==> src/fsbdc_defines.svh <==
// constants for the front-side bus data-phase control block
`ifndef FSBDC_DEFINES_SVH
`define FSBDC_DEFINES_SVH
`define FSBDC_DATA_W 64
`define FSBDC_GROUP_W 16
`define FSBDC_GROUPS 4
`define FSBDC_BEATS 4
`define FSBDC_INVERT_LIMIT 5'h08
`define FSBDC_PARITY_ODD 1'b0
`endif

==> src/fsbdc_pkg.sv <==
// types for the front-side bus data-phase control block
package fsbdc_pkg;
	typedef enum logic [1:0] {
		FSBDC_IDLE = 2'b00,
		FSBDC_DRIVE = 2'b01,
		FSBDC_DONE = 2'b10
	} fsbdc_state_type;
endpackage

==> src/fsbdc_data_ctrl.sv <==
// data-phase control: inversion, parity, busy, strobes, capture
`timescale 1ns/10ps
`include "fsbdc_defines.svh"
module fsbdc_data_ctrl
	import fsbdc_pkg::*;
(
	// clock and reset
	input wire logic mclk,
	input wire logic arst_n,
	// core transmit side
	input wire logic tx_start,
	input wire logic [63:0] tx_data,
	input wire logic tx_beat_valid,
	input wire logic tx_invert_en,
	output logic tx_beat_taken,
	output logic tx_done,
	// core receive side
	output logic [63:0] rx_data,
	output logic rx_valid,
	output logic [3:0] rx_parity_err,
	output logic completion_n_a_seen,
	output logic bus_free,
	// bus pins, active low; output enables active high
	input wire logic [63:0] data_in_n,
	output logic [63:0] data_out_n,
	output logic data_oe,
	input wire logic [3:0] group_invert_in_n,
	output logic [3:0] group_invert_n,
	input wire logic [3:0] data_parity_in_n,
	output logic [3:0] data_parity_n,
	input wire logic data_bus_busy_in_n,
	output logic data_bus_busy_n,
	output logic data_bus_busy_oe,
	input wire logic data_valid_in_n,
	output logic data_valid_n,
	input wire logic completion_n_a,
	input wire logic [3:0] data_strobe_pos_in_n,
	input wire logic [3:0] data_strobe_neg_in_n,
	output logic [3:0] data_strobe_pos_n,
	output logic [3:0] data_strobe_neg_n,
	output logic strobe_oe
);

	// ----------------------------------------
	// group functions
	// ----------------------------------------
	function automatic logic [4:0] low_count(input logic [15:0] g);
		logic [4:0] c;
		c = 5'h00;
		for (int i = 0; i < 16; i++)
			c = c + {4'h0, g[i]};
		return c;
	endfunction

	function automatic logic group_parity(input logic [15:0] g, input logic inv);
		return ^{g, inv} ^ `FSBDC_PARITY_ODD;
	endfunction

	// ----------------------------------------
	// transmit encode
	// ----------------------------------------
	fsbdc_state_type state;
	fsbdc_state_type next_state;
	logic [1:0] beat;
	logic [3:0] next_inv;
	logic [63:0] next_bus;
	logic [3:0] next_par;
	logic [3:0] stb_phase;
	logic [3:0] stb_phase_neg;

	genvar gi;
	generate
		for (gi = 0; gi < 4; gi++)
		begin : g_tx
			// a logical 1 on the bus is an electrical low
			assign next_inv[gi] = tx_invert_en
				&& (low_count(tx_data[16*gi+:16]) > `FSBDC_INVERT_LIMIT);
			assign next_bus[16*gi+:16] = next_inv[gi] ? ~tx_data[16*gi+:16]
				: tx_data[16*gi+:16];
			assign next_par[gi] = group_parity(next_bus[16*gi+:16], next_inv[gi]);
		end
	endgenerate

	wire other_busy = ~data_bus_busy_in_n;
	wire start_ok = tx_start && !other_busy;
	wire beat_go = (state == FSBDC_DRIVE) && tx_beat_valid;
	// last beat still stands on the pins during done, so ownership lasts through it
	wire drive_on = (next_state == FSBDC_DRIVE) || (next_state == FSBDC_DONE);

	always_comb
	begin
		case (state)
			FSBDC_IDLE: next_state = start_ok ? FSBDC_DRIVE : FSBDC_IDLE;
			FSBDC_DRIVE: next_state = (beat_go && beat == 2'h3) ? FSBDC_DONE : FSBDC_DRIVE;
			FSBDC_DONE: next_state = FSBDC_IDLE;
			default: next_state = FSBDC_IDLE;
		endcase
	end

	always_ff @(posedge mclk or negedge arst_n)
	begin
		if (!arst_n)
		begin
			state <= FSBDC_IDLE;
			beat <= 2'h0;
			data_out_n <= 64'h0000000000000000;
			group_invert_n <= 4'hF;
			data_parity_n <= 4'hF;
			data_oe <= 1'b0;
			data_bus_busy_n <= 1'b1;
			data_bus_busy_oe <= 1'b0;
			data_valid_n <= 1'b1;
			stb_phase <= 4'h0;
			stb_phase_neg <= 4'hF;
			strobe_oe <= 1'b0;
			tx_beat_taken <= 1'b0;
			tx_done <= 1'b0;
		end
		else
		begin
			state <= next_state;
			tx_beat_taken <= beat_go;
			tx_done <= (state == FSBDC_DONE);
			data_bus_busy_n <= !drive_on;
			data_bus_busy_oe <= drive_on;
			data_oe <= drive_on;
			strobe_oe <= drive_on;
			data_valid_n <= !beat_go;
			if (beat_go)
			begin
				beat <= beat + 2'h1;
				data_out_n <= ~next_bus;
				group_invert_n <= ~next_inv;
				data_parity_n <= ~next_par;
				stb_phase <= ~stb_phase;
				stb_phase_neg <= ~stb_phase_neg;
			end
			if (state == FSBDC_IDLE)
				beat <= 2'h0;
		end
	end

	assign data_strobe_pos_n = stb_phase;
	assign data_strobe_neg_n = stb_phase_neg;

	// ----------------------------------------
	// receive decode
	// ----------------------------------------
	logic [3:0] pos_q;
	logic [3:0] neg_q;
	wire [63:0] raw = ~data_in_n;
	wire [3:0] rx_inv = ~group_invert_in_n;
	wire [3:0] strobe_fall = (pos_q & ~data_strobe_pos_in_n) | (neg_q & ~data_strobe_neg_in_n);
	wire [63:0] restored;
	wire [3:0] rx_par;

	generate
		for (gi = 0; gi < 4; gi++)
		begin : g_rx
			assign restored[16*gi+:16] = rx_inv[gi] ? ~raw[16*gi+:16]
				: raw[16*gi+:16];
			assign rx_par[gi] = group_parity(raw[16*gi+:16], rx_inv[gi]);
		end
	endgenerate

	wire rx_take = (state == FSBDC_IDLE) && !data_valid_in_n && (|strobe_fall);

	always_ff @(posedge mclk or negedge arst_n)
	begin
		if (!arst_n)
		begin
			pos_q <= 4'hF;
			neg_q <= 4'hF;
			rx_data <= 64'h0000000000000000;
			rx_valid <= 1'b0;
			rx_parity_err <= 4'h0;
			completion_n_a_seen <= 1'b0;
			bus_free <= 1'b0;
		end
		else
		begin
			pos_q <= data_strobe_pos_in_n;
			neg_q <= data_strobe_neg_in_n;
			rx_valid <= rx_take;
			completion_n_a_seen <= !completion_n_a;
			bus_free <= data_bus_busy_in_n && (state == FSBDC_IDLE);
			if (rx_take)
			begin
				rx_data <= restored;
				rx_parity_err <= rx_par ^ ~data_parity_in_n;
			end
		end
	end
endmodule // fsbdc_data_ctrl

==> config.mk <==
export PLATFORM = sky130hd
export DESIGN_NAME = fsbdc_data_ctrl
export DESIGN_NICKNAME = d
export VERILOG_FILES = /design/src/fsbdc_pkg.sv /design/src/fsbdc_data_ctrl.sv
export VERILOG_INCLUDE_DIRS = /design/src /design/src/src
export SDC_FILE = /design/constraint.sdc
export NUM_CORES = 1
export LEC_CHECK = 0
export ABC_AREA = 0
export BUFFER_PORTS_ARGS = -buffer_cell sky130_fd_sc_hd__buf_2
export CORE_ASPECT_RATIO = 0.75
export CORE_MARGIN = 8
export CORE_UTILIZATION = 45
export DETAILED_ROUTE_END_ITERATION = 8
export PLACE_DENSITY = 0.7
export SYNTH_ARGS = -nofsm -noshare
export SYNTH_HDL_FRONTEND = slang
export SYNTH_SLANG_ARGS = --single-unit
==> constraint.sdc <==
create_clock -name mclk -period 5.9 [get_ports mclk]
set_clock_uncertainty 0.15 [all_clocks]
set_input_delay 0.295 -clock mclk [delete_from_list [all_inputs] [get_ports mclk]]
set_output_delay 0.295 -clock mclk [all_outputs]
set_load 0.005 [all_outputs]
* Yosys cells after proc, flatten, opt, wreduce, memory -nomap -nowiden
Cells that the tools add are included.
W data, S select, Z words.
** Storage, ports and cells
- Input port bits :: 152
- Logic and storage cells :: 150
- Register bits after elaboration :: 168
- Output and inout port bits :: 158
** Operators by class
- Eq/ne operators :: 5
- Reductions and logical operators :: 26
- Bitwise gates (word level) :: 22
- $lt $le $gt $ge :: 4
- Mux-type cells :: 13
- Add/sub/neg operators :: 61
** Operators with widths (number)
- $add A5 B1 Y5 :: 44
- $reduce_xor A17 Y1 :: 8
- $mux W16 :: 8
- $not A16 Y16 :: 8
- $not A64 Y64 :: 2
- $not A4 Y4 :: 8
- $add A4 B1 Y5 :: 4
- $gt A5 B4 Y1 const B :: 4
- $add A3 B1 Y4 :: 4
- $add A2 B1 Y3 :: 4
- $logic_and A1 B1 Y1 :: 10
- $add A1 B1 Y2 :: 4
- $and A4 B4 Y4 :: 2
- $eq A2 B2 Y1 const B :: 3
- $mux W2 :: 3
- $eq A2 B1 Y1 const B :: 2
- $logic_not A1 Y1 :: 4
- $or A4 B4 Y4 :: 1
- $pmux W2 S2 :: 1
- $reduce_or A4 Y1 :: 1
- $xor A4 B4 Y4 :: 1
- $add A2 B1 Y2 const B :: 1
- $logic_not A2 Y1 :: 1
- $reduce_bool A2 Y1 :: 1
- 2 further kinds :: 2

* Logic depth before layout (Yosys ltp)
Gate-level depths: netlist of the first run.
- Depth after elaboration :: 20
- Gate-level depth with buffers :: 17
- Gate-level depth less buffers :: 15

* Worst setup path after synthesis of the first run
Ideal clock, no wire load.
- Kind :: input to register
- From :: input port tx_data[0]
- To :: register data_out_n[11]
- Required time :: 5.619 ns
- Stages :: 17
- Library setup time :: 0.131 ns
- Setup slack :: 1.481 ns
- Arrival time :: 4.138 ns
- Cells stage by stage :: inv_1 fa_1 fa_1 fa_1 fa_1 inv_1 ha_1 inv_1 fa_1 and4bb_1 a211oi_1 o211ai_1 a21bo_1 buf_6 buf_12 xnor2_1 o21ai_1
** On the way
- Cells in the longest elaborated chain, start to end :: 19
** Ends and longest elaborated chain
- from (decl) :: line fsbdc_data_ctrl.sv:12 : input wire logic [63:0] tx_data,
- $add A1 B1 Y2 :: line fsbdc_data_ctrl.sv:51 : c = c + {4'h0, g[i]};
- $add A2 B1 Y3 :: line fsbdc_data_ctrl.sv:51
- $add A3 B1 Y4 :: line fsbdc_data_ctrl.sv:51
- $add A4 B1 Y5 :: line fsbdc_data_ctrl.sv:51
- $add A5 B1 Y5 (11 in series) :: line fsbdc_data_ctrl.sv:51
- $gt A5 B4 Y1 (no source line)
- $logic_and A1 B1 Y1 :: line fsbdc_data_ctrl.sv:76 : assign next_inv[gi] = tx_invert_en
- $mux W16 :: line fsbdc_data_ctrl.sv:78 : assign next_bus[16*gi+:16] = next_inv[gi] ? ~tx_data[16*gi+:16]
- $not A64 Y64 :: line fsbdc_data_ctrl.sv:132 : data_out_n <= ~next_bus;
- to (signal assigned) :: line fsbdc_data_ctrl.sv:132
- to (decl) :: line fsbdc_data_ctrl.sv:25 : output logic [63:0] data_out_n,
No other way between the ends.
A chain may end at the register's enable or synchronous reset.

* Worst setup path after layout of the first run
- From :: input port tx_data[0]
- To :: register data_out_n[1]
Same word-level chain as after synthesis.

==> reports/metrics.yaml, run 1 <==
drt_pre_antenna_iters: 4
path_buf_inv: 4
nFillCells: 1974
power_uw: 5820
layout_commonest_cell: "buf_2"
path_delay_family: "adder cells"
slew_headroom_pct: 26.7
finalCriticalPeriod_ns: 4.67
period_share_pct: 79.1
min_from: "data_in_n[18]"
hold_class: "primary input to register"
cts_resized: 0
cpMostUsedCell: "fa_1"
crit_arrival_ns: 4.80
yosysSeqAreaShare_pct: 42.3
synth_cell_types: 44
synth_top_flop_cell: "dfrtp_1"
drt_iter0_drc: 351
clock_sinks: 168
register_area_mm2: 0.00423
die_height_um: 145
post_route_cells_drive_above_1_share_pct: 29.1
leakage_uw: 0.00613
dieArea_mm2: 0.0273
start_kind: "primary input"
netlist_area_mm2: 0.0100
crit_chain: "buf_2, inv_1, fa_1, fa_1, fa_1, fa_1, inv_1, ha_1, inv_1, fa_1, and4bb_1, a211oi_1, o211ai_1, a21bo_1, xnor2_1, o21ai_0"
cts_tree: "built"
power.share.clock_pct: 19.6
synth-edff-count: 0
cts_made_buffers: 17
grt-ovfl-total: 0
clk_latency_ns: 0.43
crit_required_ns: 6.03
end_kind: "register"
r2r_end: "rx_data[54]$_DFFE_PN0P_"
io_pins: 310
max_stage_delay_ns: 0.62
dr_total_vias: 7400
post_cts_buffers: 0
syn_inst: 994
rsz0062_at_grt: "no"
intPower_uw: 3560
hold_viol: 0
rows: 47
core_area_mm2: 0.0219
fmax_ghz: 0.214
drtAntennaViolNets: 0
portBuffers: 309
p_comb_share_pct: 46.2
synth_area_per_cell_um2: 10.1
final.setup.tns_ns: 0
antenna_found_initial: 2
dieWidth_um: 188
start_util_pct: 45.6
grt_use_total_pct: 19.1
cp_slowest_cell: "a21bo_1"
grt_pass1_vias: 7832
path_clk_slew_ns: 0.08
cts_root_buffer: "clkbuf_16"
layout_common_cells: "buf_2 (308), xnor2_1 (242), nand2_1 (146), dfrtp_1 (146), inv_1 (114)"
detailedPlace.worstSlack_ns: 0.808
drc_errors: 0
crit_type: "primary input to register"
grt_pass1_wl_um: 42300
r2r_slack_ns: 3.40
dpl.hpwl_um: 20300
tightest_slew_ns: 1.10
synth_nets: 1207
drv_cap: 0
synth_warnings: 0
swShare_pct: 38.8
finalSetupViolations: 0
status: "finished clean"
cts_hold_buf: 17
max-vdd-ir-drop_uv: 213
p_sw_uw: 2260
wl_per_cell_um: 16.1
finalWorstSetupSlack_ns: 1.23
top_regs: "data_out_n (64), rx_data (64)"
timing.rr.start: "neg_q[0]$_DFF_PN1_"
synth_seq_cells: 168
reg2reg_depth: 7
grt_max_degree: 98
slew_violations: 0
syn_to_final_growth_pct: 24.7
holdPathEnd: "rx_data[18]$_DFFE_PN0P_"
hold_depth: 3
p_seq_share_pct: 34.2
wl_um: 25800
crit_fanout: 18
p_per_area_mw_per_mm2: 466
synthArstFlopShare_pct: 100
final_nets: 1508
gp_congestion: 0.828
cts_buffer_depth: 2
htreeDepth: 4
vias_per_cell: 4.61
worst-path-stages: 16
multi_input_area_mm2: 0.00508
## stage by stage
| stage | util [%] | cell area, um^2 | hold slack [ns] | instances |
|---|---|---|---|---|
| 3_3_place_gp | 53.3 | 11700 | 0.102 | 1553 |
| 5_1_grt | 56.9 | 12500 | 0.0110 | 1604 |
| 6_report | 56.9 | 12500 | 0.0266 | 1604 |
| 4_1_cts | 56.9 | 12500 | 0.000929 | 1602 |
| 2_1_floorplan | - | 10000 | -0.151 | 994 |
| 3_5_place_dp | 53.3 | 11700 | 0.104 | 1553 |
## layout make-up
cell class	count	area share, %
diodes	2	0.0401
clock buffers	17	3.41
clock inverters	15	1.40
inverters	114	3.43
multi-input cells	662	40.7
flip-flops and latches	168	33.9
well taps	294	2.95
repair buffers	332	14.2
## worst min-delay path, delay by kind of cell
family	cells	cell delay, ns
buf+inv	1	0.11
xor+xnor	1	0.11
compound gates	1	0.06
## worst max path at each step
stage                    start                    endpoint
global placement    tx_data[0]   data_out_n[1]$_DFFE_PN0P_
global route        tx_data[0]   data_out_n[0]$_DFFE_PN0P_
finish              tx_data[0]   data_out_n[1]$_DFFE_PN0P_
CTS                 tx_data[0]  data_out_n[11]$_DFFE_PN0P_
detailed placement  tx_data[0]  data_out_n[11]$_DFFE_PN0P_
floorplan           tx_data[0]  data_out_n[11]$_DFFE_PN0P_
## logic make-up after synthesis
group	after synthesis	share of synthesized area, %
AOI/OAI and AO/OA	168	8.93
DFF	168	42.3
adders and majority gates	61	10.6
muxes	1	0.100
and+or+nand+nor	170	6.89
buffers and inverters	164	7.18
xor gates and xnor gates	262	24.0
## power by group through the flow
stage	sequential, uW	clock (uW)	combinational (uW)
after floorplan	2030	0	1720
after global placement	2000	0	2640
after detailed placement	2010	0	2730
after CTS	2000	1170	2740
after global routing	2060	1220	3050
final	1990	1140	2680
## metal layers
metal	vias up	track usage, %	share of wire [%]
met5	-	0	0
met4	0	5.15	1.5
met3	20	5.84	7.1
met2	203	31.3	48
met1	3499	24.2	43
li1	3678	-	-
## cells in the mapped netlist (3+ instances only)
master,n,area share [%]
xnor3_1,4,0.90
nand2_1,147,5.5
inv_1,114,4.3
fa_1,40,8.0
ha_1,21,2.6
xnor2_2,7,1.1
o21ai_0,108,5.4
a21o_1,3,0.23
a21oi_1,6,0.30
dfrtp_1,146,37
o21ai_1,34,1.7
dfstp_2,22,5.8
xor2_1,9,0.79
clkbuf_2,3,0.15
a31oi_1,3,0.19
buf_6,7,0.79
buf_2,6,0.30
and2_1,3,0.19
nand2b_1,3,0.19
clkbuf_1,24,0.90
buf_1,3,0.11
o22ai_1,5,0.31
buf_4,6,0.45
nor2b_1,4,0.25
xnor2_1,242,21
nor2_1,6,0.23
Power figures use the tool's default switching activity.
==> run 2: changes to the inputs <==
==> constraint.sdc (replaced) <==
create_clock -name mclk -period 4.84 [get_ports mclk]
set_clock_uncertainty 0.15 [all_clocks]
set_input_delay 0.242 -clock mclk [delete_from_list [all_inputs] [get_ports mclk]]
set_output_delay 0.242 -clock mclk [all_outputs]
set_load 0.005 [all_outputs]
==> run 2 against run 1 <==
Net effect: sequential share of layout area down 2.4 points; critical endpoint is now data_out_n[3]$_DFFE_PN0P_; worst setup slack got worse by 1.1 ns; register-to-register slack worse by 0.97 ns; core utilization is 4.3 points higher; clock power is 20% higher.
==> reports/metrics.yaml, run 2 (synthesized netlist as in run 1, its figures left out) <==
wl_um: 27300
period_share_pct: 97.6
cts_root_buffer: "clkbuf_16"
wl_per_cell_um: 16.2
hold_viol: 0
drt_iter0_drc: 358
finalSetupViolations: 0
rsz0062_at_grt: "yes"
slew_headroom_pct: 28.0
nFillCells: 1822
timing.rr.start: "neg_q[0]$_DFF_PN1_"
crit_fanout: 5
finalCriticalPeriod_ns: 4.72
grt_max_degree: 114
grt-ovfl-total: 0
design_area_mm2: 0.0134
fin_hold_ws_ns: 0.00268
r2r_end: "rx_data[52]$_DFFE_PN0P_"
layout_common_cells: "buf_2 (303), xnor2_1 (233), nand2_1 (146), dfrtp_1 (146), inv_1 (112)"
register_area_mm2: 0.00423
dieArea_mm2: 0.0273
hold_depth: 3
crit_required_ns: 5.03
r2r_slack_ns: 2.43
grt_use_total_pct: 20.2
rows: 47
grt_pass1_wl_um: 45100
portBuffers: 309
die_height_um: 145
wl_met2_um: 13200
dpl.hpwl_um: 20500
placed_cells: 1560
io_pins: 310
grt_pass1_vias: 8357
leakage_uw: 0.00658
drv_cap: 0
gp_congestion: 0.818
clk_latency_ns: 0.43
crit_arrival_ns: 4.91
status: "finished clean"
utilization_pct: 61.2
dr_total_vias: 7779
syn_to_final_growth_pct: 34.1
clock_sinks: 168
htreeDepth: 4
cts_buffer_depth: 2
drc_errors: 0
post_route_cells_drive_above_1_share_pct: 29.3
dr_wl_met3_um: 1890
vias_per_cell: 4.62
top_regs: "data_out_n (64), rx_data (64)"
min_from: "data_in_n[61]"
end_kind: "register"
reg2reg_depth: 7
max-vdd-ir-drop_uv: 245
wl_met1_um: 11700
final_nets: 1588
dr.max_layer_used: "met4"
antenna_found_initial: 2
dieWidth_um: 188
hold_class: "primary input to register"
cts_tree: "built"
core_area_mm2: 0.0219
path_clk_slew_ns: 0.07
p_per_area_mw_per_mm2: 550
start_util_pct: 45.6
start_kind: "primary input"
final.setup.tns_ns: 0
multi_input_area_mm2: 0.00516
drt_pre_antenna_iters: 6
slew_violations: 0
holdPathEnd: "rx_data[61]$_DFFE_PN0P_"
place_area_mm2: 0.0118
stdcell_count: 1685
cts_made_buffers: 17
drtAntennaViolNets: 0
fmax_ghz: 0.212
crit_type: "primary input to register"
layout_commonest_cell: "buf_2"
tightest_slew_ns: 1.08
==> run 2: changes by cell type in the layout (fill, tap and decap cells not counted), moves of 5 or more <==
| cell | before | now |
|---|---|---|
| buf_2 | 308 | 303 |
| dlygate4sd3_1 | 17 | 83 |
| o21ai_0 | 108 | 101 |
| xnor2_2 | 7 | 16 |
| xnor2_1 | 242 | 233 |
| buf_4 | 6 | 14 |
| o21ai_1 | 34 | 41 |
| buf_6 | 1 | 6 |
==> run 2: worst max-delay path: stages <==
cell	delay, ns
dlygate4sd3_1	0.57
buf_6	0.13
inv_2	0.04
fa_1	0.53
fa_1	0.44
fa_1	0.57
fa_1	0.43
inv_1	0.07
ha_2	0.18
inv_2	0.04
fa_1	0.47
and4bb_1	0.23
a211oi_2	0.15
o211ai_1	0.12
a21bo_4	0.27
buf_12	0.16
xnor2_2	0.12
o21ai_1	0.15
==> run 2: how the worst max path moves through the flow <==
stage                      from                         end  slack (ns)  cells past startpoint
floorplan            tx_data[0]  data_out_n[11]$_DFFE_PN0P_        0.47                     17
global placement     tx_data[0]   data_out_n[1]$_DFFE_PN0P_        0.20                     17
detailed placement   tx_data[0]  data_out_n[15]$_DFFE_PN0P_        0.08                     17
CTS                  tx_data[1]  data_out_n[15]$_DFFE_PN0P_        0.02                     18
global route        tx_data[37]  data_out_n[40]$_DFFE_PN0P_       -0.03                     18
finish              tx_data[15]   data_out_n[3]$_DFFE_PN0P_        0.12                     18
==> run 2: timing repair <==
action,CTS,global route
endpoints found under the setup margin,0,24
gates resized for setup,0,36
hold buffers,84,1
hold endpoints to repair,151,1
setup buffers,0,4
==> run 2: area by class of cell <==
class                      instances  area share (%)
multi-input combinational        662            38.4
sequential                       168            31.5
timing repair buffer             412            19.6
inverter                         114            3.19
clock buffer                      17            3.17
tap                              294            2.74
clock inverter                    15            1.31
antenna                            3          0.0559
==> run 2: through the flow <==
| stage | total power [uW] | setup slack, ns |
|---|---|---|
| after detailed placement | 5860 | 0.0786 |
| after global placement | 5740 | 0.199 |
| after floorplan | 4570 | 0.474 |
| after CTS | 7320 | 0.0240 |
| after global routing | 8030 | -0.0274 |
| final | 7370 | 0.118 |
==> run 2: routing by layer <==
| layer | vias up | global-route usage [%] |
|---|---|---|
| met5 | - | 0 |
| met4 | 0 | 5.62 |
| met3 | 28 | 5.99 |
| met2 | 221 | 33.6 |
| met1 | 3685 | 25.3 |
| li1 | 3845 | - |
==> run 2: power by group <==
part | switching, uW | leakage (uW) | internal, uW
logic | 1810 | 0.00425 | 1750
clock network | 669 | 0.000295 | 701
registers | 355 | 0.00203 | 2080
total | 2840 | 0.00658 | 4540
